**config.mk**
```make
export PLATFORM = sky130hd
export DESIGN_NAME = sptx_flag_baud_data
export DESIGN_NICKNAME = d
export VERILOG_FILES = /design/src/logic/sptx_pkg.sv /design/src/logic/sptx_flag_baud_data.sv
export SDC_FILE = /design/constraint.sdc
export NUM_CORES = 1
export LEC_CHECK = 0
export BUFFER_PORTS_ARGS = -buffer_cell sky130_fd_sc_hd__buf_2
export CAP_MARGIN = 20
export CORE_MARGIN = 2
export CORE_UTILIZATION = 30
export CTS_CLUSTER_DIAMETER = 30
export DETAILED_ROUTE_END_ITERATION = 6
export GPL_TIMING_DRIVEN = 0
export PLACE_DENSITY = 0.68
export SYNTH_ARGS = -nofsm -noshare
export SYNTH_HDL_FRONTEND = slang
export SYNTH_SLANG_ARGS = --single-unit
```
**constraint.sdc**
```tcl
create_clock -name sys_clk -period 1.6 [get_ports sys_clk]
set_input_delay 0 -clock sys_clk [delete_from_list [all_inputs] [get_ports sys_clk]]
set_output_delay 0 -clock sys_clk [all_outputs]
set_load 0.05 [all_outputs]
```
**src/logic/sptx_pkg.sv**
```systemverilog
package sptx_pkg;
   // word indices; byte address is four times the index
   localparam logic [7:0] SPTX_IDX_CTRL = 8'h10;
   localparam logic [7:0] SPTX_IDX_STAT = 8'h11;
   localparam logic [7:0] SPTX_IDX_DATA = 8'h12;
   localparam int SPTX_AW = 8;
   // control word fields
   localparam int SPTX_C_EN = 0;
   localparam int SPTX_C_MASTER = 1;
   localparam int SPTX_C_TXIE = 2;
   localparam logic [2:0] SPTX_CTRL_RST = 3'h2;
   // status and control word fields
   localparam int SPTX_S_RATE = 0;
   localparam int SPTX_S_FDEN = 2;
   localparam int SPTX_S_TXE = 3;
   localparam int SPTX_S_MODE_FAULT_FLAG = 4;
   localparam int SPTX_S_RXF = 7;
   localparam logic [1:0] SPTX_RATE_RST = 2'h0;
   localparam logic SPTX_FDEN_RST = 1'b0;
   localparam logic SPTX_TXE_RST = 1'b1;
   // baud divisors per rate-select code
   localparam logic [7:0] SPTX_BD0 = 8'h02;
   localparam logic [7:0] SPTX_BD1 = 8'h08;
   localparam logic [7:0] SPTX_BD2 = 8'h20;
   localparam logic [7:0] SPTX_BD3 = 8'h80;
endpackage : sptx_pkg

```
**src/logic/sptx_flag_baud_data.sv**
```systemverilog
`timescale 1ns/1ps
module sptx_flag_baud_data (
   input wire logic sys_clk,
   input wire logic resetn,
   input wire logic psel,
   input wire logic penable,
   input wire logic pwrite,
   input wire logic [sptx_pkg::SPTX_AW+1:0] paddr,
   input wire logic [31:0] pwdata,
   output logic [31:0] prdata,
   output logic pready,
   output logic pslverr,
   input wire logic xferActive,
   input wire logic rxLoad,
   input wire logic [7:0] rxByte,
   input wire logic ssIn,
   output logic shiftLoad,
   output logic [7:0] shiftData,
   output logic txIrq,
   output logic sckEdgeEn,
   output logic ssOwned,
   output logic masterMode,
   output logic unitEnable
);
   import sptx_pkg::*;

   ////////////////////////////////////////////////////////////////////////
   logic [2:0] ctrl_reg;
   logic [1:0] rateSel_reg;
   logic faultEn_reg;
   logic txEmpty_reg;
   logic txPending_reg;
   logic modeFault_reg;
   logic modfArm_reg;
   logic rxFull_reg;
   logic ssPrev_reg;
   logic [7:0] txBuf_reg;
   logic [7:0] rxBuf_reg;
   logic [7:0] baudCnt_reg;
   logic [7:0] baudCnt_next;
   logic speBit;
   logic mstBit;
   logic setup;
   logic access;
   logic [SPTX_AW-1:0] idx;
   logic hit;
   logic ctrlWr;
   logic statWr;
   logic dataWr;
   logic statRd;
   logic dataRd;
   logic loadNow;
   logic modfSet;
   logic modfClr;
   logic baudRun;
   logic [7:0] bd;

   function automatic logic [7:0] sptx_divisor(input logic [1:0] sel);
      case (sel)
         2'h0: sptx_divisor = SPTX_BD0;
         2'h1: sptx_divisor = SPTX_BD1;
         2'h2: sptx_divisor = SPTX_BD2;
         2'h3: sptx_divisor = SPTX_BD3;
         default: sptx_divisor = SPTX_BD0;
      endcase
   endfunction : sptx_divisor

   function automatic logic sptx_mapped(input logic [SPTX_AW-1:0] i);
      sptx_mapped = (i == SPTX_IDX_CTRL) || (i == SPTX_IDX_STAT) || (i == SPTX_IDX_DATA);
   endfunction : sptx_mapped

   ////////////////////////////////////////////////////////////////////////
   // apb decode: no wait states, effects only at the completing edge
   assign speBit = ctrl_reg[SPTX_C_EN];
   assign mstBit = ctrl_reg[SPTX_C_MASTER];
   assign setup = psel && !penable;
   assign access = psel && penable && pready;
   assign idx = paddr[SPTX_AW+1:2];
   assign hit = sptx_mapped(idx) && (paddr[1:0] == 2'h0);
   assign ctrlWr = access && pwrite && hit && (idx == SPTX_IDX_CTRL);
   assign statWr = access && pwrite && hit && (idx == SPTX_IDX_STAT);
   assign dataWr = access && pwrite && hit && (idx == SPTX_IDX_DATA);
   assign statRd = access && !pwrite && hit && (idx == SPTX_IDX_STAT);
   assign dataRd = access && !pwrite && hit && (idx == SPTX_IDX_DATA);

   always_ff @(posedge sys_clk or negedge resetn) begin
      if (!resetn) begin
         pready <= 1'b0;
         pslverr <= 1'b0;
         prdata <= 32'h0;
      end else begin
         pready <= setup;
         if (setup) begin
            pslverr <= !hit;
            prdata <= 32'h0;
            if (!pwrite && hit) begin
               case (idx)
                  SPTX_IDX_CTRL: prdata[2:0] <= ctrl_reg;
                  SPTX_IDX_STAT: begin
                     prdata[SPTX_S_RATE+:2] <= rateSel_reg;
                     prdata[SPTX_S_FDEN] <= faultEn_reg;
                     prdata[SPTX_S_TXE] <= txEmpty_reg;
                     prdata[SPTX_S_MODE_FAULT_FLAG] <= modeFault_reg;
                     prdata[SPTX_S_RXF] <= rxFull_reg;
                  end
                  SPTX_IDX_DATA: prdata[7:0] <= rxBuf_reg;
                  default: prdata <= 32'h0;
               endcase
            end
         end else if (!psel) begin
            pslverr <= 1'b0;
         end
      end
   end

   ////////////////////////////////////////////////////////////////////////
   // control bits
   always_ff @(posedge sys_clk or negedge resetn) begin
      if (!resetn) begin
         ctrl_reg <= SPTX_CTRL_RST;
         rateSel_reg <= SPTX_RATE_RST;
         faultEn_reg <= SPTX_FDEN_RST;
      end else begin
         if (ctrlWr) begin
            ctrl_reg <= pwdata[2:0];
         end
         if (statWr) begin
            rateSel_reg <= pwdata[SPTX_S_RATE+:2];
            faultEn_reg <= pwdata[SPTX_S_FDEN];
         end
      end
   end

   ////////////////////////////////////////////////////////////////////////
   // data buffers carry no reset so their contents survive it
   always_ff @(posedge sys_clk) begin
      if (dataWr) begin
         txBuf_reg <= pwdata[7:0];
      end
      if (rxLoad) begin
         rxBuf_reg <= rxByte;
      end
   end

   ////////////////////////////////////////////////////////////////////////
   // transmit path: load only when the engine is idle
   assign loadNow = txPending_reg && speBit && !xferActive;

   always_ff @(posedge sys_clk or negedge resetn) begin
      if (!resetn) begin
         txEmpty_reg <= SPTX_TXE_RST;
         txPending_reg <= 1'b0;
         shiftLoad <= 1'b0;
         shiftData <= 8'h0;
      end else begin
         shiftLoad <= loadNow;
         if (loadNow) begin
            shiftData <= txBuf_reg;
         end
         // a write landing with a load keeps the new byte pending
         if (dataWr) begin
            txPending_reg <= 1'b1;
            txEmpty_reg <= 1'b0;
         end else if (loadNow) begin
            txPending_reg <= 1'b0;
            txEmpty_reg <= 1'b1;
         end
      end
   end

   always_ff @(posedge sys_clk or negedge resetn) begin
      if (!resetn) begin
         txIrq <= 1'b0;
      end else begin
         txIrq <= txEmpty_reg && ctrl_reg[SPTX_C_TXIE];
      end
   end

   ////////////////////////////////////////////////////////////////////////
   // mode fault; master ignores select unless detection is on
   assign modfSet = faultEn_reg && speBit
      && ((!mstBit && xferActive && ssIn && !ssPrev_reg) || (mstBit && !ssIn));
   assign modfClr = ctrlWr && modfArm_reg;

   always_ff @(posedge sys_clk or negedge resetn) begin
      if (!resetn) begin
         modeFault_reg <= 1'b0;
         modfArm_reg <= 1'b0;
         ssPrev_reg <= 1'b1;
      end else begin
         ssPrev_reg <= ssIn;
         // set wins over clear; enable bit never clears the flag
         if (modfSet) begin
            modeFault_reg <= 1'b1;
         end else if (modfClr) begin
            modeFault_reg <= 1'b0;
         end
         if (statRd && modeFault_reg) begin
            modfArm_reg <= 1'b1;
         end else if (ctrlWr) begin
            modfArm_reg <= 1'b0;
         end
      end
   end

   always_ff @(posedge sys_clk or negedge resetn) begin
      if (!resetn) begin
         rxFull_reg <= 1'b0;
      end else if (rxLoad) begin
         rxFull_reg <= 1'b1;
      end else if (dataRd) begin
         rxFull_reg <= 1'b0;
      end
   end

   always_ff @(posedge sys_clk or negedge resetn) begin
      if (!resetn) begin
         ssOwned <= 1'b0;
         masterMode <= 1'b1;
         unitEnable <= 1'b0;
      end else begin
         ssOwned <= speBit && (!mstBit || faultEn_reg);
         masterMode <= mstBit;
         unitEnable <= speBit;
      end
   end

   ////////////////////////////////////////////////////////////////////////
   // serial clock edge enable: one pulse per half period of bd cycles
   assign baudRun = speBit && mstBit;
   assign bd = sptx_divisor(rateSel_reg);
   assign baudCnt_next = (!baudRun || baudCnt_reg >= bd - 8'h1) ? 8'h0 : baudCnt_reg + 8'h1;

   always_ff @(posedge sys_clk or negedge resetn) begin
      if (!resetn) begin
         baudCnt_reg <= 8'h0;
         sckEdgeEn <= 1'b0;
      end else begin
         baudCnt_reg <= baudCnt_next;
         sckEdgeEn <= baudRun && (baudCnt_reg >= bd - 8'h1);
      end
   end

   ////////////////////////////////////////////////////////////////////////
   load_sets_empty_a: assert property (@(posedge sys_clk) disable iff (!resetn)
      shiftLoad |-> txEmpty_reg)
      else $error("empty flag not set after shift load");

   irq_gate_a: assert property (@(posedge sys_clk) disable iff (!resetn)
      txIrq |-> $past(txEmpty_reg) && $past(ctrl_reg[SPTX_C_TXIE]))
      else $error("transmit irq without enabled empty flag");

   idle_refill_a: assert property (@(posedge sys_clk) disable iff (!resetn)
      (dataWr && speBit && !xferActive) ##1 !xferActive |=> txEmpty_reg && shiftLoad)
      else $error("idle unit did not refill within two cycles");

   busy_hold_a: assert property (@(posedge sys_clk) disable iff (!resetn)
      xferActive && txPending_reg |=> !shiftLoad && !txEmpty_reg)
      else $error("shift load during active transfer");

   write_clears_a: assert property (@(posedge sys_clk) disable iff (!resetn)
      dataWr |=> !txEmpty_reg && txBuf_reg == $past(pwdata[7:0]))
      else $error("data write did not clear empty or load buffer");

   fault_gate_a: assert property (@(posedge sys_clk) disable iff (!resetn)
      $rose(modeFault_reg) |-> $past(faultEn_reg))
      else $error("mode fault set while detection disabled");

   fault_keep_a: assert property (@(posedge sys_clk) disable iff (!resetn)
      modeFault_reg && !modfClr |=> modeFault_reg)
      else $error("mode fault cleared without clear sequence");

   ss_owner_a: assert property (@(posedge sys_clk) disable iff (!resetn)
      (speBit && !mstBit) |=> ssOwned)
      else $error("enabled slave lost slave-select");

   slave_noclk_a: assert property (@(posedge sys_clk) disable iff (!resetn)
      !mstBit |=> !sckEdgeEn)
      else $error("serial clock enable in slave mode");

   baud_eight_a: assert property (@(posedge sys_clk) disable iff (!resetn)
      (sckEdgeEn && baudRun && rateSel_reg == 2'h1)
      ##1 (baudRun && rateSel_reg == 2'h1)[*8] |-> sckEdgeEn && $past(!sckEdgeEn))
      else $error("divisor eight period wrong");

   rx_read_clr_a: assert property (@(posedge sys_clk) disable iff (!resetn)
      dataRd && !rxLoad |=> !rxFull_reg)
      else $error("data read did not clear receive-full");

   reset_values_a: assert property (@(posedge sys_clk)
      $rose(resetn) |-> txEmpty_reg && rateSel_reg == SPTX_RATE_RST && !faultEn_reg)
      else $error("wrong state after reset release");

   baud_two_a: assert property (@(posedge sys_clk) disable iff (!resetn)
      (sckEdgeEn && baudRun && rateSel_reg == 2'h0)
      ##1 (baudRun && rateSel_reg == 2'h0 && !sckEdgeEn) |=> sckEdgeEn)
      else $error("divisor two period wrong");

   ss_free_a: assert property (@(posedge sys_clk) disable iff (!resetn)
      speBit && mstBit && !faultEn_reg |=> !ssOwned && !$rose(modeFault_reg))
      else $error("master without detection took slave-select");

   ss_taken_a: assert property (@(posedge sys_clk) disable iff (!resetn)
      speBit && faultEn_reg |=> ssOwned)
      else $error("detection on but slave-select not owned");

   ss_idle_a: assert property (@(posedge sys_clk) disable iff (!resetn)
      !speBit |=> !ssOwned)
      else $error("disabled unit kept slave-select");

   data_read_a: assert property (@(posedge sys_clk) disable iff (!resetn)
      dataRd |-> prdata == {24'h0, $past(rxBuf_reg)})
      else $error("data read not from receive buffer");

   load_data_a: assert property (@(posedge sys_clk) disable iff (!resetn)
      shiftLoad |-> shiftData == $past(txBuf_reg))
      else $error("shift load carried wrong byte");

   empty_source_a: assert property (@(posedge sys_clk) disable iff (!resetn)
      $rose(txEmpty_reg) |-> shiftLoad)
      else $error("empty flag set without a shift load");

   irq_raise_a: assert property (@(posedge sys_clk) disable iff (!resetn)
      txEmpty_reg && ctrl_reg[SPTX_C_TXIE] |=> txIrq)
      else $error("enabled empty flag raised no irq");

   fault_master_a: assert property (@(posedge sys_clk) disable iff (!resetn)
      faultEn_reg && speBit && mstBit && !ssIn |=> modeFault_reg)
      else $error("master select low did not set mode fault");

   fault_slave_a: assert property (@(posedge sys_clk) disable iff (!resetn)
      faultEn_reg && speBit && !mstBit && xferActive && $rose(ssIn) |=> modeFault_reg)
      else $error("slave select rise did not set mode fault");

endmodule : sptx_flag_baud_data

```
==> results of run 1 <==
## cell type report
class	count	area (um^2)	area share [%]
clock inverter	5	52.55	1.371
multi-input combinational	141	1114	29.06
buffer	29	212.7	5.550
inverter	7	26.28	0.6856
clock buffer	11	141.4	3.689
timing repair buffer	84	561.8	14.66
tap	108	135.1	3.526
sequential	60	1589	41.46
## report_power, final
group,switching (mW),total (mW),internal (mW)
clock,0.583,1.33,0.751
sequential,0.00836,1.61,1.60
combinational,0.230,0.365,0.136
total,0.821,3.31,2.49
## how the worst max path moves through the flow
stage / start / endpoint / depth (start not counted)
2_1_floorplan: rateSel_reg[1] / sckEdgeEn / 7
3_3_place_gp: rateSel_reg[1] / sckEdgeEn / 7
3_5_place_dp: rateSel_reg[1] / baudCnt_reg[1] / 7
4_1_cts: rateSel_reg[1] / sckEdgeEn / 7
5_1_grt: rateSel_reg[1] / baudCnt_reg[5] / 7
6_report: rateSel_reg[0] / sckEdgeEn / 7
## through the flow
step           instances  power [mW]  area (um^2)
2_1_floorplan        237       1.854         2811
3_3_place_gp         401       1.945         3227
3_5_place_dp         401       1.951         3227
4_1_cts              441       3.329         3681
5_1_grt              445       3.426         3832
6_report             445       3.306         3832
## cell families after synthesis
kind of cell / Yosys count / synth area share (%)
flip-flops: 60 / 58.46
AND/OR/NAND/NOR: 59 / 13.46
buffers and inverters: 36 / 8.575
AO/OA/AOI/OAI: 27 / 7.239
multiplexers: 18 / 7.284
adder cells (fa/ha/maj): 6 / 2.766
XOR/XNOR: 6 / 1.936
other: 2 / 0.2767
## layer usage
layer | global-route usage (%) | part of all wire, % | vias to the layer above | wire length [um]
li1 | - | - | 947 | -
met1 | 13.76 | 40 | 952 | 2373
met2 | 20.63 | 52 | 65 | 3046
met3 | 4.427 | 6.1 | 13 | 360
met4 | 4.847 | 1.8 | 0 | 108
met5 | 0 | 0 | - | 0
## worst max-delay path, cell delays in order (launching register included)
cell      delay, ps
dfrtp_1         400
nand2_2          90
ha_4            170
a211oi_4        220
nand2_1         100
o31a_1          340
buf_6           150
and3_4          170
## what timing repair did
| item | 4_1_cts | 5_1_grt |
|---|---|---|
| hold buffers | 22 | 0 |
| cloned | 0 | 1 |
| setup endpoints to repair | 17 | 17 |
| pin swaps | 3 | 11 |
| setup buffers | 2 | 2 |
| gates resized for setup | 6 | 20 |
| endpoints found under the hold margin | 66 | 0 |
## layout by cell type (no fill, tap or decap), types with 2 or more instances in the layout
| cell type | instances |
|---|---|
| nor2_1 | 3 |
| nand3_1 | 7 |
| xor2_1 | 4 |
| buf_4 | 28 |
| mux2_1 | 3 |
| a22o_1 | 9 |
| dfrtp_2 | 2 |
| dfrtp_1 | 38 |
| ha_1 | 2 |
| buf_6 | 2 |
| o21ai_0 | 9 |
| and3_1 | 4 |
| nor2b_1 | 2 |
| conb_1 | 25 |
| nand2_1 | 13 |
| edfxtp_1 | 16 |
| clkbuf_1 | 2 |
| dfstp_2 | 4 |
| inv_1 | 7 |
| clkbuf_8 | 10 |
| ha_4 | 4 |
| clkinv_1 | 2 |
| nand2b_1 | 4 |
| buf_2 | 57 |
| mux2i_1 | 4 |
| nand4b_1 | 2 |
| nand2_2 | 3 |
| nor3_2 | 7 |
| xnor2_1 | 2 |
| dlygate4sd3_1 | 22 |
| mux2_2 | 11 |
| clkinvlp_4 | 2 |
==> impl_metrics.ini, run 1 <==
[worst_setup_path]
path_max_fanout = 5
arrival_ps = 1970
path_class = reg -> reg
critPathLaunchType = flip-flop
ff2ff_path_depth = 7
r2r_slack_ps = -140
crit_required_ps = 1820
crit_path_end_kind = flip-flop
reg2reg_to = sckEdgeEn
worstReg2RegStart = rateSel_reg[0]

[clock_tree]
cts_tree = done
clk_path_buf_depth = 2
insertion_delay_ps = 340
clkSinkCount = 60
h-tree-depth = 3
clkTransAtPathRegs_ps = 70
cts-root-buf = clkbuf_8
numCtsBuffers = 9

[finish]
area_delta_synth_final_pct = 41.22
drive_above_1_share_pct = 43.32
fillers = 828
nets = 396
postLayoutCoreUtil_pct = 43.73
num_antenna_cells = 0

[synthesis]
ys_ff_latch = 60
syn_area_per_cell_um2 = 12.68
ys.flop_type = dfrtp_1
netlist_top_cells_count = 40 x dfrtp_1, 25 x buf_4, 16 x edfxtp_1, 16 x nand2_1, 11 x mux2_2
synth_top_area_share_pct = 36.88
ys_seq_area_share_pct = 58.46
syn_area_um2 = 2714
synth_most_common_cell = dfrtp_1
synth_edf_count = 16
async_flop_share_pct = 73.33
yosysWarnings = 0
synthTopCellsByArea = dfrtp_1 37%, edfxtp_1 18%, buf_4 6.9%, mux2_2 4.6%, dfstp_2 3.9%
synth_cell_type_count = 45
synthCells = 214
synth_top_cell_by_area = dfrtp_1

[outcome]
violations = setup timing
outcome = complete, but fails checks

[floorplan]
rows = 34
core-area_um2 = 8763
die_h_um = 99.11
initial_core_util_pct = 30.97
die_width_um = 99.11
num_io_pins = 106
die-area_um2 = 9823

[timing]
timing.final.crit_period_ps = 1743
tns_ps = -848.5
whs_ps = 14.02
hold_violations = 0
min_period_over_period_pct = 108.9
fmax_mhz = 573.7
clock_skew_ps = 6.859
slew_viol_final = 0
finalSetupViolCount = 9
finalWorstSetupSlack_ps = -143.0
rsz0062_at_grt = yes

[power]
peakVddDrop_mv = 0.5693
powerDensity_nw_per_um2 = 862.7
leakage_nw = 1.840

[global_routing]
grt_start_max_net_pins = 45
grt_pass1_wl_um = 9177
antenna_found_initial = 0
track_usage_pct = 12.09
grt_pass1_vias = 1908
grt_remaining_overflow = 0

[place]
pre_cts_ws_ps = -174.2
portBuffers = 56
place.gp.congestion = 0.8252
dp_hpwl_um = 4054

[worst_hold_path]
holdPathStages = 1
hold_start = rxLoad
hold_path.class = in -> reg
min_to = rxBuf_reg[4]

[routing]
drt_first_pass_iters = 4
first_iter_violations = 97
drt-total-wl_um = 5889
via_per_inst = 4.443
drc = 0
vias = 1977
post_drt_wl_per_cell_um = 13.23
antenna_left = 0

[flow_run]
cap_violations = 0
Note: power is estimated with default switching activity, not from simulation.
==> inputs of run 2 (changes only) <==
--- a/config.mk
+++ b/config.mk
@@ -11,7 +11,7 @@
 export CORE_UTILIZATION = 30
 export CTS_CLUSTER_DIAMETER = 30
 export DETAILED_ROUTE_END_ITERATION = 6
-export GPL_TIMING_DRIVEN = 0
+export GPL_TIMING_DRIVEN = 1
 export PLACE_DENSITY = 0.68
 export SYNTH_ARGS = -nofsm -noshare
 export SYNTH_HDL_FRONTEND = slang
==> impl_metrics.ini, run 2 (synthesized netlist as in run 1, its figures left out) <==
[outcome]
outcome = complete, but fails checks
violations = setup timing

[global_routing]
grt_pass1_vias = 1958
track_usage_pct = 12.38
grt_remaining_overflow = 0
antenna_found_initial = 0
grt_pass1_wl_um = 9404
grt_start_max_net_pins = 34

[timing]
hold_violations = 0
tns_ps = -656.0
finalWorstSetupSlack_ps = -110.8
fmax_mhz = 584.5
timing.final.crit_period_ps = 1711
finalSetupViolCount = 9
rsz0062_at_grt = yes
min_period_over_period_pct = 106.9
clock_skew_ps = 10.75
slew_viol_final = 0

[place]
dp_hpwl_um = 4185
pre_cts_ws_ps = -149.1
portBuffers = 57
place.gp.congestion = 0.8085
place_inst = 389

[floorplan]
die_h_um = 99.11
core-area_um2 = 8763
initial_core_util_pct = 30.97
die_width_um = 99.11
die-area_um2 = 9823
rows = 34
num_io_pins = 106

[clock_tree]
clkTransAtPathRegs_ps = 70
h-tree-depth = 3
cts_setup_buffers = 0
numCtsBuffers = 9
cts-root-buf = clkbuf_8
insertion_delay_ps = 340
clkSinkCount = 60
cts_tree = done
clk_path_buf_depth = 2

[worst_setup_path]
crit_path_end_kind = flip-flop
critPathLaunchType = flip-flop
crit_required_ps = 1860
crit_slowest_cell = dfrtp_1
arrival_ps = 1970
critPathTopFamily = compound AO/OA/AOI/OAI gates
path_max_fanout = 5
cpPeakStageDelay_ps = 360
worstPathCellList = ha_1 > a211oi_4 > nand2_1 > o31a_1 > buf_6 > nor3_2
path_buf_inv = 1
path_class = reg -> reg

[finish]
final_cell_mix = 57 x buf_2, 38 x dfrtp_1, 25 x conb_1
final_cells = 427
num_antenna_cells = 0
nets = 378
area_delta_synth_final_pct = 36.93
drive_above_1_share_pct = 40.13
final_common_cell = buf_2

[routing]
antenna_left = 0
drc = 0
via_per_inst = 4.583
drt-total-wl_um = 5852
vias = 1957
drt_first_pass_iters = 4
post_drt_wl_per_cell_um = 13.70
first_iter_violations = 52

[worst_hold_path]
hold_path.class = in -> reg

[power]
leakage_nw = 1.769
pwr-share-clk_pct = 44.1
p_int_mw = 2.611
swShare_pct = 24.24
switchingPower_mw = 0.8351
pwr-share-seq_pct = 46.6
peakVddDrop_mv = 0.4407
powerDensity_nw_per_um2 = 927.2
combinationalPowerShare_pct = 9.3

[flow_run]
cap_violations = 0
run 2: final cells by class:
| type | instances | area [um^2] |
|---|---|---|
| multi-input combinational | 141 | 1085 |
| inverter | 7 | 26.28 |
| clock buffer | 10 | 137.6 |
| fill | 838 | 5047 |
| tap | 108 | 135.1 |
| clock inverter | 6 | 85.08 |
| timing repair buffer | 95 | 658.1 |
| sequential | 60 | 1589 |
run 2: per-layer routing:
layer	track usage (%)	part of all wire, %	vias to the layer above
met4	5.163	2.0	0
met1	14.42	39	961
met3	4.568	6.3	13
li1	-	-	915
met2	20.63	53	68
met5	0	0	-
run 2: worst register-to-register path, delay by kind of cell (launching register included):
family                   cells  cell delay [ps]
flip-flops                   1              360
buffers and inverters        1              150
adder cells (fa/ha/maj)      1              280
AND/OR/NAND/NOR              2              270
AO/OA/AOI/OAI                2              590
run 2: power groups by stage:
| stage | Sequential (mW) | Combinational (mW) | Clock [mW] |
|---|---|---|---|
| floorplan | 1.64 | 0.210 | 0 |
| global placement | 1.64 | 0.273 | 0 |
| detailed placement | 1.64 | 0.277 | 0 |
| CTS | 1.61 | 0.319 | 1.56 |
| global route | 1.61 | 0.345 | 1.64 |
| finish | 1.61 | 0.319 | 1.52 |
run 2: path summary, 6_finish.rpt:
check	startpoint	end	slack (ps)	cells past startpoint
setup / recovery	baudCnt_reg[7]	baudCnt_reg[2]	-110	6
hold / removal	penable	rxFull_reg	30	4
setup reg to reg	baudCnt_reg[7]	baudCnt_reg[2]	-110	6
hold reg to reg	ctrl_reg[1]	masterMode	430	0
max in group asynchronous	resetn	masterMode	1000	3
min in group asynchronous	resetn	prdata[5]	70	2
run 2: what timing repair did:
item	CTS	global route
gates resized for setup	5	17
setup endpoints to repair	9	11
hold endpoints to repair	67	0
pin swaps	1	6
hold buffers	22	0
run 2: stage by stage:
stage	utilization, %	hold WS, ps	instance area [um^2]	total power [mW]
after floorplan	-	-295.6	2811	1.854
after CTS	41.52	10.69	3638	3.483
after detailed placement	36.18	-98.78	3171	1.914
after global routing	42.40	52.77	3716	3.590
final	42.40	30.72	3716	3.446
after global placement	36.18	-104.3	3171	1.908
